==> config.mk <==
export PLATFORM = sky130hd
export DESIGN_NAME = rhgs_top
export DESIGN_NICKNAME = d
export VERILOG_FILES = /design/src/rhgs_pkg.sv /design/src/rhgs_port_power.sv /design/src/rhgs_top.sv
export SDC_FILE = /design/constraint.sdc
export NUM_CORES = 1
export LEC_CHECK = 0
export BUFFER_PORTS_ARGS = -buffer_cell sky130_fd_sc_hd__buf_2
export CORE_MARGIN = 1
export CORE_UTILIZATION = 30
export CTS_BUF_LIST = sky130_fd_sc_hd__clkbuf_4
export DETAILED_ROUTE_END_ITERATION = 12
export GPL_TIMING_DRIVEN = 0
export PLACE_DENSITY = 0.77
export SYNTH_ARGS = -nofsm -noshare
export SYNTH_HDL_FRONTEND = slang
export SYNTH_HIERARCHICAL = 1
export SYNTH_SLANG_ARGS = --single-unit
==> constraint.sdc <==
create_clock -name CLK_IN -period 1.7 [get_ports CLK_IN]
set_clock_uncertainty 0.15 [all_clocks]
set_input_delay 0.34 -clock CLK_IN [delete_from_list [all_inputs] [get_ports CLK_IN]]
set_output_delay 0.34 -clock CLK_IN [all_outputs]
set_load 0.02 [all_outputs]
==> src/rhgs_pkg.sv <==
// Constants for the root hub global status register block
package rhgs_pkg;
  localparam logic [7:0] RHGS_ADDR = 8'h50;
  localparam int RHGS_NPORTS = 4;
  localparam int RHGS_BIT_CLR_WAKE = 31;
  localparam int RHGS_BIT_OC_CHANGE = 17;
  localparam int RHGS_BIT_SET_POWER = 16;
  localparam int RHGS_BIT_WAKE = 15;
  localparam int RHGS_BIT_OC = 1;
  localparam int RHGS_BIT_CLR_POWER = 0;
  localparam logic [31:0] RHGS_RESET = 32'h0000_0000;
  localparam logic RHGS_FLAG_RESET = 1'h0;
  localparam logic RHGS_MODE_GLOBAL = 1'h0;
endpackage : rhgs_pkg

==> src/rhgs_port_power.sv <==
// Power state of one downstream port
module rhgs_port_power
  import rhgs_pkg::*;
(
  input wire logic clk_in,
  input wire logic srst_in,
  input wire logic mode_in,
  input wire logic mask_in,
  input wire logic global_set_in,
  input wire logic global_clear_in,
  input wire logic port_set_in,
  input wire logic port_clear_in,
  output logic power_out
);
  logic follows_global;
  logic follows_port;

  // ==========================================
  // Command steering
  assign follows_global = (mode_in == RHGS_MODE_GLOBAL) || !mask_in;
  assign follows_port = (mode_in != RHGS_MODE_GLOBAL) && mask_in;

  // ==========================================
  // Power state
  always_ff @(posedge clk_in)
  begin
    if (srst_in)
    begin
      power_out <= RHGS_FLAG_RESET;
    end
    else if (follows_global && global_clear_in)
    begin
      power_out <= 1'h0;
    end
    else if (follows_global && global_set_in)
    begin
      power_out <= 1'h1;
    end
    else if (follows_port && port_clear_in)
    begin
      power_out <= 1'h0;
    end
    else if (follows_port && port_set_in)
    begin
      power_out <= 1'h1;
    end
  end
endmodule : rhgs_port_power

==> src/rhgs_top.sv <==
// Root hub global status register with power, overcurrent and wake logic
module rhgs_top
  import rhgs_pkg::*;
#(
  parameter int NPORTS = RHGS_NPORTS
)
(
  input wire logic CLK_IN,
  input wire logic SRST_IN,
  input wire logic REG_WR_IN,
  input wire logic REG_RD_IN,
  input wire logic [7:0] REG_ADDR_IN,
  input wire logic [31:0] REG_WDATA_IN,
  input wire logic POWER_MODE_IN,
  input wire logic OC_PER_PORT_IN,
  input wire logic [NPORTS:1] PORT_POWER_MASK_IN,
  input wire logic [NPORTS:1] PORT_SET_POWER_IN,
  input wire logic [NPORTS:1] PORT_CLEAR_POWER_IN,
  input wire logic OVERCURRENT_PIN_IN,
  input wire logic [NPORTS:1] CONNECT_CHANGE_IN,
  input wire logic SUSPENDED_STATE_IN,
  output logic [31:0] REG_RDATA_OUT,
  output logic [NPORTS:1] PORT_POWER_OUT,
  output logic RESUME_EVENT_OUT
);
  import rhgs_pkg::*;

  logic hit_wr;
  logic set_power_strobe;
  logic clear_power_strobe;
  logic set_wake_strobe;
  logic clear_wake_strobe;
  logic clear_change_strobe;
  logic remote_wake_enable_reg;
  logic overcurrent_change_flag_reg;
  logic global_overcurrent_indicator_reg;
  logic global_overcurrent_indicator_next;
  logic oc_sync1_reg;
  logic oc_sync2_reg;
  logic oc_sync3_reg;
  logic [31:0] read_value;

  // ==========================================
  // Write decode
  assign hit_wr = REG_WR_IN && (REG_ADDR_IN == RHGS_ADDR);
  assign set_power_strobe = hit_wr && REG_WDATA_IN[RHGS_BIT_SET_POWER];
  assign clear_power_strobe = hit_wr && REG_WDATA_IN[RHGS_BIT_CLR_POWER];
  assign set_wake_strobe = hit_wr && REG_WDATA_IN[RHGS_BIT_WAKE];
  assign clear_wake_strobe = hit_wr && REG_WDATA_IN[RHGS_BIT_CLR_WAKE];
  assign clear_change_strobe = hit_wr && REG_WDATA_IN[RHGS_BIT_OC_CHANGE];

  // ==========================================
  // Remote wake-up enable
  always_ff @(posedge CLK_IN)
  begin
    if (SRST_IN)
    begin
      remote_wake_enable_reg <= RHGS_FLAG_RESET;
    end
    else if (clear_wake_strobe)
    begin
      remote_wake_enable_reg <= 1'h0;
    end
    else if (set_wake_strobe)
    begin
      remote_wake_enable_reg <= 1'h1;
    end
  end

  // ==========================================
  // Overcurrent pin synchroniser
  always_ff @(posedge CLK_IN)
  begin
    if (SRST_IN)
    begin
      oc_sync1_reg <= 1'h0;
      oc_sync2_reg <= 1'h0;
      oc_sync3_reg <= 1'h0;
    end
    else
    begin
      oc_sync1_reg <= OVERCURRENT_PIN_IN;
      oc_sync2_reg <= oc_sync1_reg;
      oc_sync3_reg <= oc_sync2_reg;
    end
  end

  // ==========================================
  // Global overcurrent indicator
  always_comb
  begin
    global_overcurrent_indicator_next = global_overcurrent_indicator_reg;
    if (OC_PER_PORT_IN)
    begin
      global_overcurrent_indicator_next = 1'h0;
    end
    else if (oc_sync2_reg == oc_sync3_reg)
    begin
      global_overcurrent_indicator_next = oc_sync3_reg;
    end
  end

  always_ff @(posedge CLK_IN)
  begin
    if (SRST_IN)
    begin
      global_overcurrent_indicator_reg <= RHGS_FLAG_RESET;
    end
    else
    begin
      global_overcurrent_indicator_reg <= global_overcurrent_indicator_next;
    end
  end

  // ==========================================
  // Overcurrent change flag, set wins over clear
  always_ff @(posedge CLK_IN)
  begin
    if (SRST_IN)
    begin
      overcurrent_change_flag_reg <= RHGS_FLAG_RESET;
    end
    else if (global_overcurrent_indicator_next != global_overcurrent_indicator_reg)
    begin
      overcurrent_change_flag_reg <= 1'h1;
    end
    else if (clear_change_strobe)
    begin
      overcurrent_change_flag_reg <= 1'h0;
    end
  end

  // ==========================================
  // Port power cells
  for (genvar p = 1; p <= NPORTS; p++)
  begin : g_port
    rhgs_port_power u_port (
      .clk_in(CLK_IN),
      .srst_in(SRST_IN),
      .mode_in(POWER_MODE_IN),
      .mask_in(PORT_POWER_MASK_IN[p]),
      .global_set_in(set_power_strobe),
      .global_clear_in(clear_power_strobe),
      .port_set_in(PORT_SET_POWER_IN[p]),
      .port_clear_in(PORT_CLEAR_POWER_IN[p]),
      .power_out(PORT_POWER_OUT[p])
    );
  end

  // ==========================================
  // Resume event
  always_ff @(posedge CLK_IN)
  begin
    if (SRST_IN)
    begin
      RESUME_EVENT_OUT <= 1'h0;
    end
    else
    begin
      RESUME_EVENT_OUT <= remote_wake_enable_reg && SUSPENDED_STATE_IN
        && (|CONNECT_CHANGE_IN);
    end
  end

  // ==========================================
  // Read path
  always_comb
  begin
    read_value = RHGS_RESET;
    read_value[RHGS_BIT_OC_CHANGE] = overcurrent_change_flag_reg;
    read_value[RHGS_BIT_WAKE] = remote_wake_enable_reg;
    read_value[RHGS_BIT_OC] = global_overcurrent_indicator_reg;
  end

  always_ff @(posedge CLK_IN)
  begin
    if (SRST_IN)
    begin
      REG_RDATA_OUT <= RHGS_RESET;
    end
    else if (REG_RD_IN && (REG_ADDR_IN == RHGS_ADDR))
    begin
      REG_RDATA_OUT <= read_value;
    end
    else
    begin
      REG_RDATA_OUT <= RHGS_RESET;
    end
  end
endmodule : rhgs_top
==> impl_metrics.toml, run 1 <==
[grt]
overflow = 0
grt_pass1_wl_um = 2840
grt_max_degree = 13
track_usage_pct = 11.5
antenna_found_initial = 0
grt_pass1_vias = 654

[timing]
final.setup.tns_ns = 0
setup_viol = 0
fin_ws_ns = 0.0515
rsz0062_at_grt = "true"
drv_slew = 0
fmax_mhz = 607
hold_violations = 0
period_needed_ns = 1.65
fin_crit_sh_pct = 97.0

[min_path]
hp-class = "in2reg"

[placement]
io_buffers = 44
place_area_um2 = 1250
place_ws_ns = -0.293
dp_hpwl_um = 1480
gp_congestion = 0.672

[logic_synthesis]
avgSynthCellArea_um2 = 9.03
synthMuxAreaShare_pct = 0
synth_top_family_by_area = "buffers and inverters"
synth_fa_ha_area_share_pct = 0
synth_edf_count = 0
seq_area_frac_synth_pct = 32.7
synth_top_area_cell = "dfxtp_1"
synth_compound_area_share_pct = 15.0
synth_most_common_cell = "buf_4"
ys_types = 21
ys.flop_type = "dfxtp_1"
synth_warnings = 6
synth_xor_area_share_pct = 0
netlist.area_leader.share_pct = 32.7
synth_commonest_cells = "buf_4 (29), dfxtp_1 (14), and3_1 (10)"
synth_area_um2 = 858
synth_async_sr_flop_share_pct = 0
synthTopCellsByArea = "dfxtp_1 (33%), buf_4 (25%), and3_1 (7.3%)"
yosys.area_share.simple_pct = 25.7
syn_inst = 95
synth_seq_cells = 14

[drt]
wl_per_cell_um = 8.31
first_pass_iters = 4
drc = 0
vias = 809
wl_um = 1690
viasPerCell = 3.99
ant_nets = 0
drt_iter0_markers = 8

[cts]
clock-sinks = 14
cts.path.max_buffers = 2
cts_hold_buf = 0
htree_num_levels = 1
clock_latency_ns = 0.27
cts_buffers = 3
clk_pin_slew_worst_paths_ns = 0.09
root_buffer = "clkbuf_4"
cts_tree = "built"

[floorplanning]
die_x_um = 55.5
io_pins = 101
fp.dieH_um = 55.5
start_util_pct = 31.4
core_um2 = 2730
die_area_um2 = 3080
rows = 19

[finish]
design_area_um2 = 1290
antenna_cells = 0
layout-drive-gt1-share_pct = 52.3
synthToLayoutAreaGrowth_pct = 50.6
top_register = "g_port.u_port/power_out"
fillers = 287
top_regs = "g_port.u_port/power_out: 4 flops, REG_RDATA_OUT: 3 flops"
num-nets-final = 237
largest_reg_flops = 4

[power]
p_switching_uw = 222
swShare_pct = 30.0
combPwrFrac_pct = 28.0
seqPwrFrac_pct = 45.9
p_total_uw = 740
ir_drop_mv = 0.556
internal_power_uw = 518
power_per_cell_area_nw_per_um2 = 572
pwr-share-clk_pct = 26.1
leakage_nw = 0.707

[setup_path]
cp_data_required_time_ns = 1.72
crit_arrival_ns = 1.67
end_kind = "flop"
critPathKind = "in2reg"
worstSetupStartpointType = "input pin"
critPathMaxFanout = 4

[job]
maxCapViolCount = 0

[outcome]
status = "finished clean"
kinds of logic (layout without fill, tap and decap cells):
family | Yosys count | after routing
DFF | 14 | 14
AOI/OAI and AO/OA | 14 | 14
and+or+nand+nor | 35 | 35
other | 1 | 29
buffers and inverters | 31 | 80
critical path: stages:
cell,delay [ns]
buf_6,0.09
or4b_4,0.57
nor2_4,0.14
and3_4,0.23
a211oi_2,0.08
a2111oi_2,0.23
what timing repair did:
| action | CTS | global route |
|---|---|---|
| pin swaps | 0 | 0 |
| gates resized for setup | 1 | 0 |
| setup buffers | 0 | 1 |
| endpoints found under the setup margin | 1 | 3 |
area by class of cell:
class	instances	area, µm²	share of cell area (%)
multi-input cells	78	488	37.8
flip-flops and latches	14	280	21.7
repair buffers	45	234	18.1
plain buffers	30	221	17.1
well taps	31	38.8	3.00
clock buffers	3	22.5	1.74
clock inverters	1	3.75	0.290
inverters	1	3.75	0.290
path summary, 6_finish.rpt:
kind / cells past startpoint / endpoint / slack, ns / from
setup / recovery: 6 / g_port[3].u_port/power_out / 0.05 / REG_ADDR_IN[5]
setup reg to reg: 3 / overcurrent_change_flag_reg / 0.77 / oc_sync2_reg
hold / removal: 2 / global_overcurrent_indicator_reg / 0.11 / OC_PER_PORT_IN
hold reg to reg: 1 / oc_sync2_reg / 0.29 / oc_sync1_reg
stage by stage:
stage	hold slack (ns)	cells	util, %
floorplan	0.264	123	-
global placement	0.269	198	45.8
detailed placement	0.274	198	45.8
CTS	0.102	202	47.0
global route	0.104	203	47.3
finish	0.110	203	47.3
routing by layer:
layer | vias up | part of all wire [%] | wire [µm] | global-route usage, %
li1 | 435 | - | - | -
met1 | 342 | 39 | 650 | 12.4
met2 | 30 | 54 | 903 | 20.8
met3 | 2 | 7.1 | 120 | 4.45
met4 | 0 | 0.71 | 12 | 3.21
met5 | - | 0 | 0 | 0
power by group through the flow:
stage | Clock (mW) | Sequential (mW) | Combinational [mW]
2_1_floorplan | 0 | 0.353 | 0.142
3_3_place_gp | 0 | 0.348 | 0.202
3_5_place_dp | 0 | 0.348 | 0.205
4_1_cts | 0.199 | 0.340 | 0.206
5_1_grt | 0.216 | 0.341 | 0.225
6_report | 0.193 | 0.340 | 0.207
cell usage in the layout (no fill, tap or decap), types with 3 or more instances in the layout:
cell type and n:
dfxtp_1 14, conb_1 29, buf_2 43, clkbuf_4 3
buf_4 30, a211oi_2 4, and3_1 9, a2111oi_2 4
nand2_1 9, and4b_1 3, nor2b_1 3
Power figures use the tool's default switching activity.
==> run 2: changes to the inputs <==
--- a/config.mk
+++ b/config.mk
@@ -6,12 +6,14 @@
 export NUM_CORES = 1
 export LEC_CHECK = 0
 export BUFFER_PORTS_ARGS = -buffer_cell sky130_fd_sc_hd__buf_2
+export CELL_PAD_IN_SITES_DETAIL_PLACEMENT = 0
+export CELL_PAD_IN_SITES_GLOBAL_PLACEMENT = 1
 export CORE_MARGIN = 1
-export CORE_UTILIZATION = 30
+export CORE_UTILIZATION = 19
 export CTS_BUF_LIST = sky130_fd_sc_hd__clkbuf_4
 export DETAILED_ROUTE_END_ITERATION = 12
 export GPL_TIMING_DRIVEN = 0
-export PLACE_DENSITY = 0.77
+export PLACE_DENSITY_LB_ADDON = 0.1
 export SYNTH_ARGS = -nofsm -noshare
 export SYNTH_HDL_FRONTEND = slang
 export SYNTH_HIERARCHICAL = 1
==> impl_metrics.toml, run 2 (same netlist as run 1, synthesis figures left out) <==
[timing]
drv_slew = 0
holdWs_ns = 0.102
fin_ws_ns = 0.0675
fmax_mhz = 613
final.setup.tns_ns = 0
fin_crit_sh_pct = 96.0
rsz0062_at_grt = "false"
hold_violations = 0
setup_viol = 0
period_needed_ns = 1.63

[cts]
cts_tree = "built"
clk_pin_slew_worst_paths_ns = 0.08
clock-sinks = 14
htree_num_levels = 1
root_buffer = "clkbuf_4"
clock_latency_ns = 0.27
cts_hold_buf = 0
cts_buffers = 3
cts.path.max_buffers = 2

[placement]
io_buffers = 44
dp_hpwl_um = 1720
place_ws_ns = -0.273
gp_congestion = 0.687

[setup_path]
crit_path_max_incr_delay_ns = 0.56
regToRegSetupSlack_ns = 0.76
worstSetupEndpoint = "g_port[4].u_port/power_out"
cp_slowest_cell = "or4b_4"
startpoint = "REG_ADDR_IN[7]"
worst-path-stages = 6
crit_buf_inv = 1
worstSetupStartpointType = "input pin"
critPathMaxFanout = 4
critPathKind = "in2reg"
r2r_cells = 3
crit_arrival_ns = 1.66
rr_endpoint = "overcurrent_change_flag_reg"
end_kind = "flop"
cp_data_required_time_ns = 1.73
path_cells = "buf_6, or4b_4, nor2_4, and3_4, a211oi_2, a2111oi_2"
cp_top_family = "simple AND/OR/NAND/NOR gates"
r2r_start = "oc_sync2_reg"

[power]
swShare_pct = 29.9
ir_drop_mv = 0.207
internal_power_uw = 519
pwr-share-clk_pct = 25.7
p_switching_uw = 221
leakage_nw = 0.716
power_per_cell_area_nw_per_um2 = 555
combPwrFrac_pct = 28.3
seqPwrFrac_pct = 46.0

[grt]
grt_pass1_wl_um = 3200
antenna_found_initial = 0
track_usage_pct = 8.27
grt_pass1_vias = 762
overflow = 0
grt_max_degree = 13

[finish]
fin_util_pct = 30.6
multi_input_area_um2 = 488
layout_commonest_cell = "buf_2"
largest_reg_flops = 4
layout_common_cells = "buf_2 (43), buf_4 (32), conb_1 (29), dfxtp_1 (14)"
layout-drive-gt1-share_pct = 52.9
register_area_um2 = 280
fillers = 480
num-nets-final = 239
synthToLayoutAreaGrowth_pct = 55.4
antenna_cells = 0
top_register = "g_port.u_port/power_out"
top_regs = "g_port.u_port/power_out: 4 flops, REG_RDATA_OUT: 3 flops"

[drt]
drt_iter0_markers = 15
first_pass_iters = 2
vias = 819
wl_per_cell_um = 8.67
drc = 0
wl_um = 1960
viasPerCell = 3.62
ant_nets = 0

[floorplanning]
fp.dieH_um = 69.2
rows = 24
io_pins = 101
die_x_um = 69.2
core_um2 = 4350
die_area_um2 = 4790
start_util_pct = 19.7

[job]
maxCapViolCount = 0

[outcome]
status = "finished clean"

[min_path]
hp-class = "in2reg"
==> run 2: cell count changes in the layout (fill, tap and decap cells not counted), sizes merged <==
cell  previous run  this run
buf             74        76
==> run 2: repair_timing <==
action                     CTS  global route
setup endpoints to repair    0             4
resized for setup            0             1
setup buffers                0             3
==> run 2: metrics by stage <==
| step | cells | cell area [µm²] | power (mW) |
|---|---|---|---|
| after CTS | 223 | 1310 | 0.754 |
| after global placement | 219 | 1280 | 0.552 |
| after global routing | 226 | 1330 | 0.791 |
| after floorplan | 123 | 993 | 0.495 |
| final | 226 | 1330 | 0.740 |
| after detailed placement | 219 | 1280 | 0.554 |
==> run 2: power groups by stage <==
stage          registers [mW]  logic [mW]  clock network, mW
6_report                0.340       0.209              0.190
5_1_grt                 0.342       0.226              0.223
3_5_place_dp            0.348       0.206                  0
2_1_floorplan           0.353       0.142                  0
3_3_place_gp            0.348       0.205                  0
4_1_cts                 0.340       0.206              0.208
==> run 2: worst reg2reg max path: stages, from the launching register on <==
cell and delay, ns:
dfxtp_1 0.39, nor2_1 0.05, o21ai_0 0.14, a31oi_1 0.09
==> run 2: worst min-delay path by stage <==
stage / start / end / cells after the start
2_1_floorplan: oc_sync1_reg / oc_sync2_reg / 1
3_3_place_gp: oc_sync1_reg / oc_sync2_reg / 1
3_5_place_dp: oc_sync1_reg / oc_sync2_reg / 1
4_1_cts: OC_PER_PORT_IN / global_overcurrent_indicator_reg / 2
5_1_grt: OC_PER_PORT_IN / global_overcurrent_indicator_reg / 2
6_report: OC_PER_PORT_IN / global_overcurrent_indicator_reg / 2
==> run 2: per-layer routing <==
| metal | track usage [%] | part of all wire [%] |
|---|---|---|
| met5 | 0 | 0 |
| met4 | 2.04 | 0 |
| met3 | 4.07 | 12 |
| met2 | 14.5 | 46 |
| met1 | 8.85 | 43 |
==> run 2: area by class of cell <==
class                   instances  area share (%)
multi-input cells              78            36.6
flip-flops and latches         14            21.0
repair buffers                 47            18.7
plain buffers                  30            16.6
well taps                      52            4.88
clock buffers                   3            1.69
clock inverters                 1           0.281
inverters                       1           0.281
==> run 3: changes to the inputs <==
--- a/config.mk
+++ b/config.mk
@@ -9,7 +9,7 @@
 export CELL_PAD_IN_SITES_DETAIL_PLACEMENT = 0
 export CELL_PAD_IN_SITES_GLOBAL_PLACEMENT = 1
 export CORE_MARGIN = 1
-export CORE_UTILIZATION = 19
+export CORE_UTILIZATION = 21
 export CTS_BUF_LIST = sky130_fd_sc_hd__clkbuf_4
 export DETAILED_ROUTE_END_ITERATION = 12
 export GPL_TIMING_DRIVEN = 0
==> constraint.sdc (replaced) <==
create_clock -name CLK_IN -period 1.6 [get_ports CLK_IN]
set_clock_uncertainty 0.15 [all_clocks]
set_input_delay 0.32 -clock CLK_IN [delete_from_list [all_inputs] [get_ports CLK_IN]]
set_output_delay 0.32 -clock CLK_IN [all_outputs]
set_load 0.02 [all_outputs]
==> impl_metrics.toml, run 3 (same netlist as run 1, synthesis figures left out) <==
[outcome]
status = "finished clean"

[floorplanning]
rows = 22
die_area_um2 = 4350
io_pins = 101
die_x_um = 65.9
core_um2 = 3800
fp.dieH_um = 65.9
start_util_pct = 22.6

[cts]
clock-sinks = 14
htree_num_levels = 1
root_buffer = "clkbuf_4"
cts_buffers = 3
clock_latency_ns = 0.27
cts.path.max_buffers = 2
clk_pin_slew_worst_paths_ns = 0.08
cts_hold_buf = 0
cts_tree = "built"

[grt]
antenna_found_initial = 0
grt_max_degree = 13
track_usage_pct = 8.85
grt_pass1_wl_um = 2910
overflow = 0
grt_pass1_vias = 698

[placement]
dp_cells = 215
dp_hpwl_um = 1620
place_area_um2 = 1270
gp_congestion = 0.713
io_buffers = 44

[setup_path]
crit_arrival_ns = 1.60
critPathMaxFanout = 4
cp_data_required_time_ns = 1.63
critPathKind = "in2reg"
end_kind = "flop"
worstSetupStartpointType = "input pin"

[drt]
ant_nets = 0
drc = 0
vias = 840
drt_iter0_markers = 10
wl_um = 1910
first_pass_iters = 4
wl_per_cell_um = 8.59
viasPerCell = 3.78

[job]
maxCapViolCount = 0

[power]
pwr-share-clk_pct = 25.4
swShare_pct = 29.6
power_per_cell_area_nw_per_um2 = 588
seqPwrFrac_pct = 46.0
p_switching_uw = 232
internal_power_uw = 552
ir_drop_mv = 0.169
leakage_nw = 0.719
combPwrFrac_pct = 28.6

[finish]
antenna_cells = 0
layout_common_cells = "buf_2 (42), buf_4 (32), conb_1 (29), dfxtp_1 (14)"
final_cells = 222
layout-drive-gt1-share_pct = 52.9
design_area_um2 = 1340
synthToLayoutAreaGrowth_pct = 55.5
num-nets-final = 239
fillers = 420
largest_reg_flops = 4
top_regs = "g_port.u_port/power_out: 4 flops, REG_RDATA_OUT: 3 flops"
layout_commonest_cell = "buf_2"
top_register = "g_port.u_port/power_out"

[min_path]
hp-class = "in2reg"

[timing]
setup_viol = 0
holdWs_ns = 0.0760
drv_slew = 0
hold_violations = 0
rsz0062_at_grt = "true"
fin_crit_sh_pct = 98.2
fmax_mhz = 636
period_needed_ns = 1.57
final.setup.tns_ns = 0
## run 3: worst paths after layout
| path | from | to | slack, ns | depth (start not counted) |
|---|---|---|---|---|
| worst max register to register | oc_sync2_reg | overcurrent_change_flag_reg | 0.66 | 3 |
| worst max-delay path | REG_ADDR_IN[5] | g_port[3].u_port/power_out | 0.03 | 6 |
| worst min-delay path | OC_PER_PORT_IN | global_overcurrent_indicator_reg | 0.08 | 2 |
| worst min register to register | oc_sync1_reg | oc_sync2_reg | 0.31 | 1 |
## run 3: worst max-delay path, cell delays in order
cell and delay (ns):
buf_6 0.09, or4b_4 0.57, nor2_4 0.12, and3_4 0.23, a211oi_2 0.08, a2111oi_2 0.19
## run 3: metrics by stage
stage / total power [mW] / util (%) / worst slack, ns
after CTS: 0.798 / 34.9 / 0.00619
after global placement: 0.585 / 33.5 / -0.322
after detailed placement: 0.589 / 33.5 / -0.349
final: 0.784 / 35.1 / 0.0282
after floorplan: 0.526 / - / -0.132
after global routing: 0.842 / 35.1 / -0.0195
## run 3: timing repair
action / 4_1_cts / 5_1_grt
setup buffers: 2 / 1
gates resized for setup: 2 / 0
pin swaps: 4 / 1
gates cloned: 0 / 0
setup endpoints to repair: 4 / 3
## run 3: final cells by class
| cell class | count | area [µm²] | area share [%] |
|---|---|---|---|
| clock buffer | 3 | 22.5 | 1.69 |
| tap | 48 | 60.1 | 4.50 |
| clock inverter | 1 | 3.75 | 0.281 |
| buffer | 30 | 221 | 16.6 |
| multi-input combinational | 78 | 488 | 36.6 |
| sequential | 14 | 280 | 21.0 |
| timing repair buffer | 47 | 255 | 19.1 |
| inverter | 1 | 3.75 | 0.281 |
## run 3: metal layers
metal	vias up	routed length (µm)	GRT usage, %
met3	0	192	2.24
met1	357	733	9.41
met4	0	0	5.59
met2	38	982	15.4
met5	-	0	0
li1	445	-	-
## run 3: power by group through the flow
stage	sequential [mW]	clock, mW	combinational, mW
after detailed placement	0.369	0	0.219
after global routing	0.362	0.236	0.244
after floorplan	0.375	0	0.151
after global placement	0.369	0	0.216
after CTS	0.361	0.213	0.224
final	0.361	0.199	0.224
